[src/include/host_port_pkg.sv]
// Functional notes
// - Bus width comes from a strap caught at reset; shown in config bit 2.
// - Halves may come in either order; DWORD is committed only after both.
// - A second write to the pending half is dropped; nothing is committed.
// - A read pair is two halves; a repeated half restarts pairing next read.
// - Upper sixteen data lines are never driven in 16-bit mode.
// - Endian select is taken with each access; low little, high big endian.
// - Endian choice applies per access, for registers and FIFOs alike.
// - Internal path is 32-bit little endian, byte 3 in bits 31:24.
// - Word swap setting changes half-word mapping for registers and FIFOs.
// - In 32-bit mode word swap is ignored; upper lines map to upper half when little endian.
// - Writes swap words then reorder bytes; reads reorder then swap.
// - 32-bit lanes carry bytes 3,2,1,0 little endian, 0,1,2,3 big endian.
// - Unswapped 16-bit lanes follow the A1 and endian byte table.
// - With swap all ones, the 16-bit half selection is inverted.
package host_port_pkg;

  // ----------------------------------------------------------------
  // Widths, offsets and reset values
  // ----------------------------------------------------------------
  localparam int          HOST_AW          = 8;
  localparam int          WB_AW            = 8;
  localparam logic [7:0]  REG_HARDWARE_CONFIG_REGISTER       = 8'h00;
  localparam logic [7:0]  REG_WORD_SWAP    = 8'h04;
  localparam logic [7:0]  REG_PAIR_STAT    = 8'h08;
  localparam int          HARDWARE_CONFIG_REGISTER_WIDTH_BIT = 2;
  localparam logic [31:0] WORD_SWAP_RST    = 32'h0000_0000;
  localparam logic [31:0] WORD_SWAP_ALL    = 32'hFFFF_FFFF;

  // ----------------------------------------------------------------
  // Carriers and states
  // ----------------------------------------------------------------
  typedef struct packed {
    logic [HOST_AW-1:0] addr;
    logic               fifo_sel;
    logic               end_sel;
    logic [31:0]        wdata;
  } host_req_type;

  typedef struct packed {
    logic [HOST_AW-1:0] addr;
    logic               fifo_sel;
    logic               we;
    logic [31:0]        wdata;
  } int_req_type;

  typedef enum logic [2:0] {
    ST_IDLE  = 3'b001,
    ST_WRITE = 3'b010,
    ST_READ  = 3'b100
  } port_state_type;

  // Byte reversal of a half-word and of a word
  function automatic logic [15:0] rev16(input logic [15:0] v);
    return {v[7:0], v[15:8]};
  endfunction

  function automatic logic [31:0] rev32(input logic [31:0] v);
    return {v[7:0], v[15:8], v[23:16], v[31:24]};
  endfunction

endpackage

[src/rtl/strap_capture.sv]
`timescale 1ns/1ns
module strap_capture
  import host_port_pkg::*;
(
  // Clock and reset
  input  wire logic clk_i,
  input  wire logic rst_i,
  // Strap pin and captured level
  input  wire logic strap_i,
  output wire logic mode32_o
);

  logic mode_ff;
  logic nxt_mode;

  // Follow the strap while reset is held, freeze it after release
  always_comb begin
    nxt_mode = rst_i ? strap_i : mode_ff;
  end

  always_ff @(posedge clk_i) begin
    mode_ff <= nxt_mode;
  end

  assign mode32_o = mode_ff;

endmodule // strap_capture

[src/rtl/lane_mapper.sv]
`timescale 1ns/1ns
module lane_mapper
  import host_port_pkg::*;
(
  // Access attributes
  input  wire logic        mode32_i,
  input  wire logic        end_sel_i,
  input  wire logic        swap_on_i,
  input  wire logic        a1_i,
  // Data in both directions
  input  wire logic [31:0] host_wdata_i,
  input  wire logic [31:0] int_rdata_i,
  output      logic [31:0] wr_word_o,
  output      logic [31:0] rd_word_o
);

  logic        hi;
  logic [15:0] wv;
  logic [15:0] rh;

  // A1, swap and endian together pick the half, endian reverses bytes; the read path is
  // the exact inverse, so one half select serves both directions
  always_comb begin
    hi = a1_i ^ swap_on_i ^ end_sel_i;
    wv = end_sel_i ? rev16(host_wdata_i[15:0]) : host_wdata_i[15:0];
    rh = hi ? int_rdata_i[31:16] : int_rdata_i[15:0];
    if (mode32_i) begin
      wr_word_o = end_sel_i ? rev32(host_wdata_i) : host_wdata_i;
      rd_word_o = end_sel_i ? rev32(int_rdata_i) : int_rdata_i;
    end else begin
      wr_word_o = hi ? {wv, 16'h0000} : {16'h0000, wv};
      rd_word_o = {16'h0000, end_sel_i ? rev16(rh) : rh};
    end
  end

endmodule // lane_mapper

[src/rtl/host_bus_width_endian_swap.sv]
// Implementation choices: the Wishbone register port and the address map.
`timescale 1ns/1ns
module host_bus_width_endian_swap
  import host_port_pkg::*;
(
  // Clock and reset
  input  wire logic               clk_i,
  input  wire logic               rst_i,
  // Width strap
  input  wire logic               bus_width_strap_i,
  // Host access port
  input  wire host_req_type       host_req_i,
  input  wire logic               host_wr_stb_i,
  input  wire logic               host_rd_stb_i,
  input  wire logic               host_oe_i,
  output wire logic [31:0]        host_data_o,
  output wire logic [31:0]        host_data_oe_o,
  output wire logic               host_done_o,
  // Internal 32-bit bus
  output wire int_req_type        int_req_o,
  output wire logic               int_stb_o,
  input  wire logic [31:0]        int_rdata_i,
  input  wire logic               int_ack_i,
  // Wishbone slave
  input  wire logic               wb_cyc_i,
  input  wire logic               wb_stb_i,
  input  wire logic               wb_we_i,
  input  wire logic [WB_AW-1:0]   wb_adr_i,
  input  wire logic [3:0]         wb_sel_i,
  input  wire logic [31:0]        wb_dat_i,
  output wire logic [31:0]        wb_dat_o,
  output wire logic               wb_ack_o
);

  // ----------------------------------------------------------------
  // Declarations
  // ----------------------------------------------------------------
  logic           mode32;
  logic           swap_on;
  host_req_type   map_req;
  logic [31:0]    map_rdata;
  logic [31:0]    wr_word;
  logic [31:0]    rd_word;

  port_state_type state_ff,   nxt_state;
  host_req_type   cur_ff,     nxt_cur;
  int_req_type    ireq_ff,    nxt_ireq;
  logic           istb_ff,    nxt_istb;
  logic           wpend_ff,   nxt_wpend;
  logic           wa1_ff,     nxt_wa1;
  logic [5:0]     wdw_ff,     nxt_wdw;
  logic [31:0]    wbuf_ff,    nxt_wbuf;
  logic           rpend_ff,   nxt_rpend;
  logic [5:0]     rdw_ff,     nxt_rdw;
  logic [31:0]    rbuf_ff,    nxt_rbuf;
  logic [31:0]    dout_ff,    nxt_dout;
  logic           done_ff,    nxt_done;

  logic           ack_ff,     nxt_ack;
  logic [31:0]    wbdat_ff,   nxt_wbdat;
  logic [31:0]    swap_ff,    nxt_swap;

  logic           w_same_dw;
  logic           r_same_dw;

  // ----------------------------------------------------------------
  // Width strap and byte lane mapping
  // ----------------------------------------------------------------
  strap_capture u_strap (
    .clk_i    (clk_i),
    .rst_i    (rst_i),
    .strap_i  (bus_width_strap_i),
    .mode32_o (mode32)
  );

  // Swap only counts when every bit is set, and never in 32-bit mode
  assign swap_on = (swap_ff == WORD_SWAP_ALL) && !mode32;

  // New strobes map the live request; a pending read maps the stored one
  assign map_req   = (state_ff == ST_IDLE) ? host_req_i : cur_ff;
  assign map_rdata = (state_ff == ST_IDLE) ? rbuf_ff : int_rdata_i;

  lane_mapper u_map (
    .mode32_i     (mode32),
    .end_sel_i    (map_req.end_sel),
    .swap_on_i    (swap_on),
    .a1_i         (map_req.addr[1]),
    .host_wdata_i (map_req.wdata),
    .int_rdata_i  (map_rdata),
    .wr_word_o    (wr_word),
    .rd_word_o    (rd_word)
  );

  assign w_same_dw = wpend_ff && (wdw_ff == host_req_i.addr[7:2]);
  assign r_same_dw = rpend_ff && (rdw_ff == host_req_i.addr[7:2]);

  // ----------------------------------------------------------------
  // Host access sequencer
  // ----------------------------------------------------------------
  // Strobes are only taken in idle; the host waits for done first
  always_comb begin
    nxt_state = state_ff;
    nxt_cur   = cur_ff;
    nxt_ireq  = ireq_ff;
    nxt_istb  = istb_ff;
    nxt_wpend = wpend_ff;
    nxt_wa1   = wa1_ff;
    nxt_wdw   = wdw_ff;
    nxt_wbuf  = wbuf_ff;
    nxt_rpend = rpend_ff;
    nxt_rdw   = rdw_ff;
    nxt_rbuf  = rbuf_ff;
    nxt_dout  = dout_ff;
    nxt_done  = 1'b0;
    unique case (state_ff)
      ST_IDLE: begin
        if (host_wr_stb_i) begin
          nxt_cur = host_req_i;
          if (mode32) begin
            nxt_ireq  = '{host_req_i.addr, host_req_i.fifo_sel, 1'b1, wr_word};
            nxt_istb  = 1'b1;
            nxt_state = ST_WRITE;
          end else if (w_same_dw && (host_req_i.addr[1] == wa1_ff)) begin
            // Same half again: drop it, the first half stays pending
            nxt_done = 1'b1;
          end else if (w_same_dw) begin
            // Other half arrived: merge and commit one DWORD
            nxt_ireq  = '{host_req_i.addr, host_req_i.fifo_sel, 1'b1,
                          wbuf_ff | wr_word};
            nxt_istb  = 1'b1;
            nxt_wpend = 1'b0;
            nxt_state = ST_WRITE;
          end else begin
            // First half, or a new DWORD address restarts the pair
            nxt_wbuf  = wr_word;
            nxt_wpend = 1'b1;
            nxt_wa1   = host_req_i.addr[1];
            nxt_wdw   = host_req_i.addr[7:2];
            nxt_done  = 1'b1;
          end
        end else if (host_rd_stb_i) begin
          nxt_cur = host_req_i;
          if (!mode32 && r_same_dw) begin
            // Second read is served from the latch; either half closes
            // the pair, so a repeated half starts afresh next time
            nxt_dout  = rd_word;
            nxt_rpend = 1'b0;
            nxt_done  = 1'b1;
          end else begin
            nxt_ireq  = '{host_req_i.addr, host_req_i.fifo_sel, 1'b0, 32'h0000_0000};
            nxt_istb  = 1'b1;
            nxt_state = ST_READ;
          end
        end
      end
      ST_WRITE: begin
        if (int_ack_i) begin
          nxt_istb  = 1'b0;
          nxt_done  = 1'b1;
          nxt_state = ST_IDLE;
        end
      end
      ST_READ: begin
        if (int_ack_i) begin
          nxt_istb  = 1'b0;
          nxt_done  = 1'b1;
          nxt_dout  = rd_word;
          nxt_rbuf  = int_rdata_i;
          nxt_rpend = !mode32;
          nxt_rdw   = cur_ff.addr[7:2];
          nxt_state = ST_IDLE;
        end
      end
    endcase
  end

  always_ff @(posedge clk_i) begin
    if (rst_i) begin
      state_ff <= ST_IDLE;
      cur_ff   <= '0;
      ireq_ff  <= '0;
      istb_ff  <= 1'b0;
      wpend_ff <= 1'b0;
      wa1_ff   <= 1'b0;
      wdw_ff   <= 6'h00;
      wbuf_ff  <= 32'h0000_0000;
      rpend_ff <= 1'b0;
      rdw_ff   <= 6'h00;
      rbuf_ff  <= 32'h0000_0000;
      dout_ff  <= 32'h0000_0000;
      done_ff  <= 1'b0;
    end else begin
      state_ff <= nxt_state;
      cur_ff   <= nxt_cur;
      ireq_ff  <= nxt_ireq;
      istb_ff  <= nxt_istb;
      wpend_ff <= nxt_wpend;
      wa1_ff   <= nxt_wa1;
      wdw_ff   <= nxt_wdw;
      wbuf_ff  <= nxt_wbuf;
      rpend_ff <= nxt_rpend;
      rdw_ff   <= nxt_rdw;
      rbuf_ff  <= nxt_rbuf;
      dout_ff  <= nxt_dout;
      done_ff  <= nxt_done;
    end
  end

  // ----------------------------------------------------------------
  // Host pins and internal bus
  // ----------------------------------------------------------------
  // Upper lanes stay released in 16-bit mode; the pad pull-downs hold them
  assign host_data_oe_o = host_oe_i ? {{16{mode32}}, 16'hFFFF} : 32'h0000_0000;
  assign host_data_o    = dout_ff;
  assign host_done_o    = done_ff;
  assign int_req_o      = ireq_ff;
  assign int_stb_o      = istb_ff;

  // ----------------------------------------------------------------
  // Wishbone register slave
  // ----------------------------------------------------------------
  // One wait state: ack rises the edge after the request, drops next
  always_comb begin
    nxt_ack   = wb_cyc_i && wb_stb_i && !ack_ff;
    nxt_swap  = swap_ff;
    nxt_wbdat = 32'h0000_0000;
    if (nxt_ack && wb_we_i && (wb_adr_i == REG_WORD_SWAP)) begin
      for (int i = 0; i < 4; i++) begin
        if (wb_sel_i[i]) begin
          nxt_swap[8*i +: 8] = wb_dat_i[8*i +: 8];
        end
      end
    end
    if (nxt_ack && !wb_we_i) begin
      unique case (wb_adr_i)
        REG_HARDWARE_CONFIG_REGISTER:    nxt_wbdat[HARDWARE_CONFIG_REGISTER_WIDTH_BIT] = mode32;
        REG_WORD_SWAP: nxt_wbdat = swap_ff;
        REG_PAIR_STAT: nxt_wbdat = {30'h0000_0000, rpend_ff, wpend_ff};
        default:       nxt_wbdat = 32'h0000_0000;
      endcase
    end
  end

  always_ff @(posedge clk_i) begin
    if (rst_i) begin
      ack_ff   <= 1'b0;
      wbdat_ff <= 32'h0000_0000;
      swap_ff  <= WORD_SWAP_RST;
    end else begin
      ack_ff   <= nxt_ack;
      wbdat_ff <= nxt_wbdat;
      swap_ff  <= nxt_swap;
    end
  end

  assign wb_ack_o = ack_ff;
  assign wb_dat_o = wbdat_ff;

  // ----------------------------------------------------------------
  // Assertions
  // ----------------------------------------------------------------
  a_upper_float: assert property (
    @(posedge clk_i) disable iff (rst_i) !mode32 |-> host_data_oe_o[31:16] == 16'h0000)
    else $error("upper lanes driven in 16-bit mode");

  a_hwcfg_width: assert property (
    @(posedge clk_i) disable iff (rst_i)
    (nxt_ack && !wb_we_i && wb_adr_i == REG_HARDWARE_CONFIG_REGISTER)
    |=> wb_ack_o && wb_dat_o[2] == mode32)
    else $error("width bit wrong in config read");

  a_same_drop: assert property (
    @(posedge clk_i) disable iff (rst_i)
    (state_ff == ST_IDLE && host_wr_stb_i && !mode32 && w_same_dw
     && host_req_i.addr[1] == wa1_ff)
    |=> state_ff == ST_IDLE && !int_stb_o && wpend_ff && host_done_o)
    else $error("repeated half write was not dropped");

  a_pair_commit: assert property (
    @(posedge clk_i) disable iff (rst_i)
    (state_ff == ST_IDLE && host_wr_stb_i && !mode32 && w_same_dw
     && host_req_i.addr[1] != wa1_ff)
    |=> int_stb_o && int_req_o.we && !wpend_ff
        && int_req_o.wdata == ($past(wbuf_ff) | $past(wr_word)))
    else $error("paired halves not committed");

  a_read_restart: assert property (
    @(posedge clk_i) disable iff (rst_i)
    (state_ff == ST_IDLE && host_rd_stb_i && !host_wr_stb_i && !mode32 && r_same_dw)
    |=> !rpend_ff && !int_stb_o ##1 !host_done_o)
    else $error("read pair not closed");

  a_lane32_order: assert property (
    @(posedge clk_i) disable iff (rst_i)
    (state_ff == ST_IDLE && host_wr_stb_i && mode32)
    |=> int_req_o.wdata == ($past(host_req_i.end_sel)
                            ? rev32($past(host_req_i.wdata)) : $past(host_req_i.wdata)))
    else $error("32-bit lane order wrong");

  a_half_plain: assert property (
    @(posedge clk_i) disable iff (rst_i)
    (state_ff == ST_IDLE && host_wr_stb_i && !mode32 && !wpend_ff && !swap_on
     && host_req_i.end_sel && host_req_i.addr[1])
    |=> wbuf_ff == {16'h0000, rev16($past(host_req_i.wdata[15:0]))})
    else $error("unswapped half placement wrong");

  a_half_swap: assert property (
    @(posedge clk_i) disable iff (rst_i)
    (state_ff == ST_IDLE && host_wr_stb_i && !mode32 && !wpend_ff && swap_on
     && !host_req_i.end_sel && host_req_i.addr[1])
    |=> wbuf_ff == {16'h0000, $past(host_req_i.wdata[15:0])})
    else $error("swapped half placement wrong");

  // Width may only move while reset is held
  a_width_frozen: assert property (
    @(posedge clk_i) disable iff (rst_i)
    !rst_i |=> $stable(mode32))
    else $error("bus width changed outside reset");

  a_upper_zero: assert property (
    @(posedge clk_i) disable iff (rst_i)
    !mode32 |-> host_data_o[31:16] == 16'h0000)
    else $error("upper read lanes carry data in 16-bit mode");

  // A lone first half must never reach the internal bus
  a_first_hold: assert property (
    @(posedge clk_i) disable iff (rst_i)
    (state_ff == ST_IDLE && host_wr_stb_i && !mode32 && !w_same_dw)
    |=> !int_stb_o && wpend_ff && host_done_o)
    else $error("first half reached the internal bus");

  a_read32_order: assert property (
    @(posedge clk_i) disable iff (rst_i)
    (state_ff == ST_READ && int_ack_i && mode32)
    |=> host_data_o == ($past(cur_ff.end_sel)
                        ? rev32($past(int_rdata_i)) : $past(int_rdata_i)))
    else $error("32-bit read lane order wrong");

  a_half_read: assert property (
    @(posedge clk_i) disable iff (rst_i)
    (state_ff == ST_READ && int_ack_i && !mode32 && !swap_on
     && !cur_ff.end_sel && !cur_ff.addr[1])
    |=> host_data_o == {16'h0000, $past(int_rdata_i[15:0])})
    else $error("little endian low half read wrong");

  a_half_big: assert property (
    @(posedge clk_i) disable iff (rst_i)
    (state_ff == ST_READ && int_ack_i && !mode32 && !swap_on
     && cur_ff.end_sel && !cur_ff.addr[1])
    |=> host_data_o == {16'h0000, rev16($past(int_rdata_i[31:16]))})
    else $error("big endian high half read wrong");

endmodule // host_bus_width_endian_swap

[config.mk]
export PLATFORM = sky130hd
export DESIGN_NAME = host_bus_width_endian_swap
export DESIGN_NICKNAME = d
export VERILOG_FILES = /design/src/include/host_port_pkg.sv /design/src/rtl/strap_capture.sv /design/src/rtl/lane_mapper.sv /design/src/rtl/host_bus_width_endian_swap.sv
export SDC_FILE = /design/constraint.sdc
export NUM_CORES = 1
export LEC_CHECK = 0
export ABC_CLOCK_PERIOD_IN_PS = 3000
export BUFFER_PORTS_ARGS = -buffer_cell sky130_fd_sc_hd__buf_2
export CAP_MARGIN = 5
export CORE_AREA = 2 2 157 159
export CTS_CLUSTER_SIZE = 12
export DETAILED_ROUTE_END_ITERATION = 8
export DIE_AREA = 0 0 159 161
export PLACE_DENSITY = 0.8
export SLEW_MARGIN = 20
export SYNTH_ARGS = -nofsm -noshare
export SYNTH_HDL_FRONTEND = slang
export SYNTH_SLANG_ARGS = --single-unit
[constraint.sdc]
create_clock -name clk_i -period 3 [get_ports clk_i]
set_clock_uncertainty 0.2 [all_clocks]
set_input_delay 0.6 -clock clk_i [delete_from_list [all_inputs] [get_ports clk_i]]
set_output_delay 0.6 -clock clk_i [all_outputs]
set_load 0.01 [all_outputs]
* Yosys cells after proc, flatten, opt, wreduce, memory -nomap -nowiden *
Cells that the tools add are included.

operators by class
  equal/unequal tests = 21
  muxes and demuxes = 55
  bitwise logic cells = 8
  reduce and logical (&&, ||, !) cells = 30

operator list
  cell                  count
  $mux 32               11
  $mux 42               8
  $pmux 32 s2           1
  $mux 16               3
  $mux 36               1
  $eq 32x32->1 const B  1
  $or 32x32->32         1
  $mux 3                7
  $reduce_and 5->1      4
  $mux 1                18
  $eq 6x6->1            2
  $reduce_and 2->1      6
  $logic_and 1x1->1     10
  $eq 8x3->1 const B    1
  $eq 8x4->1 const B    1
  $logic_not 8->1       1
  $ne 2x2->1 const B    4
  $ne 4x3->1 const B    2
  $pmux 1 s2            4
  $ne 3x3->1 const B    2
  $pmux 3 s2            1
  $not 1->1             5
  $ne 2x1->1 const B    2
  $pmux 2 s2            1
  12 further kinds      17

storage, ports and cells
  register bits after elaboration = 266
  input port bits = 128
  output and inout bits = 141
  logic and storage cells = 141

* Longest topological paths before layout *
  depth after elaboration = 11
  gate-level depth with buffers = 11

* Cells and area by module *
Synthesis repeated with hierarchy kept, for this count alone.

second synthesis, totals
  cell total of the unflattened synthesis = 1414
  area total of the unflattened synthesis = 12299.3 um^2

by module, submodules not included
  module                      instances  cells an instance  area each (um^2)  seq. area each (um^2)
  host_bus_width_endian_swap  1          1144               10577.6           5265.0
  lane_mapper                 1          269                1691.6            0.0
  strap_capture               1          1                  30.0              30.0

* Worst setup path after synthesis *
OpenSTA, ideal clock, no wires.

  path kind = input to register
  start = input host_req_i[35] (netlist name)
  end = register dout_ff[11], in the netlist host_data_o[11]
  setup time = 0.091 ns
  arrival = 2.430 ns
  required time = 2.709 ns
  setup slack = 0.279 ns
  stages = 9
  path buffers = 2
  cells stage by stage = buf_2 xor2_1 nor2_4 nor2_4 xnor2_4 buf_6 mux2_1 a221o_1 a311oi_1

on the way
  cells in the longest elaborated chain, start to end = 10

ends and longest elaborated chain
  element                     line                               RTL
  from (decl)                 host_bus_width_endian_swap.sv:12   input wire host_req_type host_req_i,
  $mux 36 *                   host_bus_width_endian_swap.sv:80   assign map_req = (state_ff == ST_IDLE) ? host_req_i : cur_ff;
  $xor 1x1->1 * (2 in a row)  lane_mapper.sv:24                  hi = a1_i ^ swap_on_i ^ end_sel_i;
  $mux 16 *                   lane_mapper.sv:26                  rh = hi ? int_rdata_i[31:16] : int_rdata_i[15:0];
  $mux 16 *                   lane_mapper.sv:32                  rd_word_o = {16'h0000, end_sel_i ? rev16(rh) : rh};
  $mux 32 *                   lane_mapper.sv:27                  if (mode32_i) begin
  $mux 32                     host_bus_width_endian_swap.sv:143  if (!mode32 && r_same_dw) begin
  $mux 32                     host_bus_width_endian_swap.sv:141  end else if (host_rd_stb_i) begin
  $mux 32                     host_bus_width_endian_swap.sv:117  if (host_wr_stb_i) begin
  $pmux 32 s2 *               host_bus_width_endian_swap.sv:115  unique case (state_ff)
  to (signal assigned)        host_bus_width_endian_swap.sv:204  dout_ff <= nxt_dout;
  to (decl)                   host_bus_width_endian_swap.sv:56   logic [31:0] dout_ff, nxt_dout;

Mark *: on every way between the ends. The rest lies on a longest branch, timed or not. The select of a mux whose other input is x is not followed.
A chain may end at the register's enable or synchronous reset.

* Worst setup path after layout *
  start = register u_strap.mode_ff, in the netlist u_strap.mode32_o
  end = output host_data_oe_o[23]

on the way
  cells in the longest elaborated chain, start to end = 1

ends and longest elaborated chain
  element                 line                               RTL
  from (decl)             strap_capture.sv:13                logic mode_ff;
  from (signal assigned)  strap_capture.sv:22                mode_ff <= nxt_mode;
  $mux 32                 host_bus_width_endian_swap.sv:213  assign host_data_oe_o = host_oe_i ? {{16{mode32}}, 16'hFFFF} : 32'h0000_0000;
  to (decl)               host_bus_width_endian_swap.sv:17   output wire logic [31:0] host_data_oe_o,

No other way between the ends.

==> impl_metrics.env <==
export IMPL_finalCritPeriodShare_pct=94.7
export IMPL_postLayoutSetupSlackWorst_ns=0.159
export IMPL_cts_hold_buffers=0
export IMPL_drc_errors=0
export IMPL_die_area_um2=25600
export IMPL_synth_mux_area_share_pct=11.0
export IMPL_vias=13125
export IMPL_slew_headroom_pct=25.5
export IMPL_drt_initial_drc_count=1442
export IMPL_hp_class="input port to register"
export IMPL_totalNegativeSetupSlack_ns=0
export IMPL_rr_worst_depth=9
export IMPL_ios=269
export IMPL_hold_violations=0
export IMPL_worst_pin_slew_ns=1.12
export IMPL_ctsHtreeMaxLevel=1
export IMPL_synth_yosys_seq_area_share_pct=40.0
export IMPL_grt_total_usage_pct=29.5
export IMPL_path_class="register to primary output"
export IMPL_antenna_found_initial=7
export IMPL_nets=2013
export IMPL_wire_per_inst_um=18.1
export IMPL_synth_edf_count=1
export IMPL_cp_end_kind="primary output"
export IMPL_ctsLongestPathBuffers=3
export IMPL_grt_max_degree=100
export IMPL_synth_simple_area_share_pct=27.4
export IMPL_synthAdderAreaFrac_pct=0
export IMPL_powerDensity_nw_per_um2=627
export IMPL_required_ns=2.20
export IMPL_pre_cts_slack_ns=-0.0106
export IMPL_synth_flop_cell="dfxtp_1"
export IMPL_ir_drop_uv=513
export IMPL_grt_pass1_wl_mm=62.5
export IMPL_hpwl_mm=26.4
export IMPL_synthesis_area_per_instance_um2=7.75
export IMPL_synth_area_um2=13100
export IMPL_synth_top_family_by_area="simple AND/OR/NAND/NOR gates"
export IMPL_whs_path_depth=1
export IMPL_maxCapViolCount=0
export IMPL_dr_pass1_iters=8
export IMPL_cts_sinks=262
export IMPL_synth_cells=1696
export IMPL_start_util_pct=54.9
export IMPL_cts_buffers=29
export IMPL_cts_root_buf="clkbuf_16"
export IMPL_worstPathArrival_ns=2.04
export IMPL_p_leak_nw=6.61
export IMPL_synth_xor_area_share_pct=1.34
export IMPL_critPathMaxFanout=51
export IMPL_grt_pass1_vias=12304
export IMPL_die_w_um=159
export IMPL_io_buffers=268
export IMPL_syn_num_nets=1824
export IMPL_drv_slew=0
export IMPL_synth_compound_area_share_pct=14.1
export IMPL_synth_cell_types=57
export IMPL_grt_overflow=0
export IMPL_drive_gt1_share_pct=22.0
export IMPL_clk_latency_ns=0.55
export IMPL_async_flop_share_pct=0
export IMPL_viasPerCell=5.88
export IMPL_gp_congestion=0.909
export IMPL_status="finished, final reports clean"
export IMPL_ant_nets=0
export IMPL_yosys_warnings=0
export IMPL_num_rows=57
export IMPL_start_kind="register"
export IMPL_fmax_ghz=0.352
export IMPL_syn_to_final_growth_pct=19.8
export IMPL_coreArea_um2=24000
export IMPL_rsz0062_at_grt="false"
export IMPL_fin_crit_ns=2.84
export IMPL_routed_wl_mm=40.4
export IMPL_synth_seq_cells=262
export IMPL_dieHeight_um=161
export IMPL_setup_violations=0
export IMPL_clkTransAtPathRegs_ns=0.06
export IMPL_cts_tree="done"
==> cells in the final DEF (no fill, tap or decap), types with 4 or more instances in the layout <==
| cell type | count |
|---|---|
| mux2_2 | 20 |
| buf_12 | 11 |
| diode_2 | 5 |
| or2_2 | 6 |
| nand2_1 | 370 |
| mux2i_1 | 117 |
| a32o_1 | 9 |
| clkbuf_16 | 31 |
| nor3_1 | 105 |
| nand3_1 | 61 |
| o31ai_1 | 18 |
| o22ai_1 | 16 |
| or3_1 | 13 |
| xor2_1 | 7 |
| clkinv_2 | 5 |
| xnor2_1 | 9 |
| a211oi_1 | 17 |
| a221oi_1 | 7 |
| clkbuf_8 | 5 |
| a311oi_1 | 7 |
| buf_2 | 267 |
| dfxtp_1 | 260 |
| buf_6 | 4 |
| o21ai_0 | 6 |
| nor2b_1 | 10 |
| buf_4 | 43 |
| and2_1 | 38 |
| nor2_1 | 145 |
| nand2b_1 | 8 |
| a221o_1 | 7 |
| nand3b_1 | 8 |
| a211o_1 | 5 |
| a21oi_1 | 168 |
| nand4_1 | 21 |
| a21boi_0 | 22 |
| clkbuf_1 | 4 |
==> cells by family after synthesis <==
group	count (synthesis)
simple gates	805
compound gates	298
flops	262
buf+inv	172
mux	141
xor+xnor	18
==> stage by stage <==
step / power (mW) / instance area [um^2] / hold WS, ns / util, % / cells
2_1_floorplan: 5.47 / 13100 / 0.232 / - / 1696
3_3_place_gp: 6.12 / 14700 / 0.237 / 61.2 / 2172
3_5_place_dp: 6.18 / 14700 / 0.241 / 61.2 / 2172
4_1_cts: 9.77 / 15600 / 0.0338 / 65.2 / 2220
5_1_grt: 10.3 / 15700 / 0.0372 / 65.7 / 2229
6_report: 9.87 / 15700 / 0.0459 / 65.7 / 2231
==> worst max-delay path, stage by stage, from the launching register on <==
cell	delay, ns
edfxtp_1	0.35
buf_4	0.47
and2_1	0.43
buf_2	0.20
==> worst paths after layout <==
path / startpoint / slack [ns] / end
max reg2reg: u_strap.mode32_o / 0.17 / host_data_o[13]
max: u_strap.mode32_o / 0.16 / host_data_oe_o[23]
min reg2reg: host_data_o[25] / 0.25 / host_data_o[25]
min: bus_width_strap_i / 0.05 / u_strap.mode32_o
==> flip-flops by register name (all words and copies together) (netlist names), 3 cells and up <==
register	cells
swap_ff	32
rbuf_ff	32
int_req_o	42
cur_ff	38
wb_dat_o	32
wbuf_ff	32
rdw_ff	6
state_ff	3
host_data_o	32
wdw_ff	6
==> synth_stat cells (3+ instances only) <==
master / n / area, um^2
nor3_1: 106 / 531
nand3b_1: 8 / 60.1
o22ai_1: 16 / 100
or2_2: 6 / 37.5
xnor2_1: 9 / 78.8
buf_4: 32 / 240
nor2_1: 148 / 556
nand4_1: 21 / 131
a221o_1: 7 / 70.1
nand2b_1: 8 / 50.1
a22o_1: 3 / 26.3
buf_1: 10 / 37.5
xor2_1: 8 / 70.1
a211o_1: 5 / 43.8
dfxtp_1: 261 / 5230
mux2i_1: 118 / 1180
buf_2: 22 / 110
a221oi_1: 7 / 61.3
nand3_1: 61 / 305
o31ai_1: 18 / 135
a211oi_1: 17 / 128
a32o_1: 9 / 90.1
clkbuf_1: 102 / 383
nor2b_1: 10 / 62.6
mux2_2: 20 / 225
o21ai_0: 6 / 30.0
a21oi_1: 168 / 841
and2_1: 38 / 238
mux2_1: 3 / 33.8
a311oi_1: 7 / 61.3
buf_6: 3 / 33.8
nand2_1: 370 / 1390
or3_1: 13 / 81.3
a21boi_0: 22 / 165
==> routing by layer <==
metal / wire length, um / part of all wire (%) / GRT usage [%] / vias to the layer above
met5: 39 / 0.096 / 0 / -
met4: 2200 / 5.4 / 15.0 / 6
met3: 3280 / 8.1 / 4.73 / 159
met2: 19200 / 47 / 49.7 / 675
met1: 15700 / 39 / 36.8 / 6084
li1: - / - / - / 6201
==> timing repair <==
item                                    in CTS  in global routing
resized for setup                            0                  5
endpoints found under the setup margin       0                 19
hold endpoints to repair                     0                  0
buffers inserted                             0                  3
==> cell type report <==
type | instances | area (um^2)
Clock inverter | 9 | 123
Tap cell | 324 | 405
Antenna cell | 5 | 12.5
Clock buffer | 39 | 835
Inverter | 3 | 11.3
Timing Repair Buffer | 326 | 1950
Multi-Input combinational cell | 1263 | 7160
Sequential cell | 262 | 5260
Fill cell | 1970 | 8220
==> where the power goes <==
part	switching, mW	internal, mW
Clock	1.42	2.18
Combinational	1.56	0.955
Sequential	0.101	3.65
No activity file was read; power rests on OpenSTA's default activity.
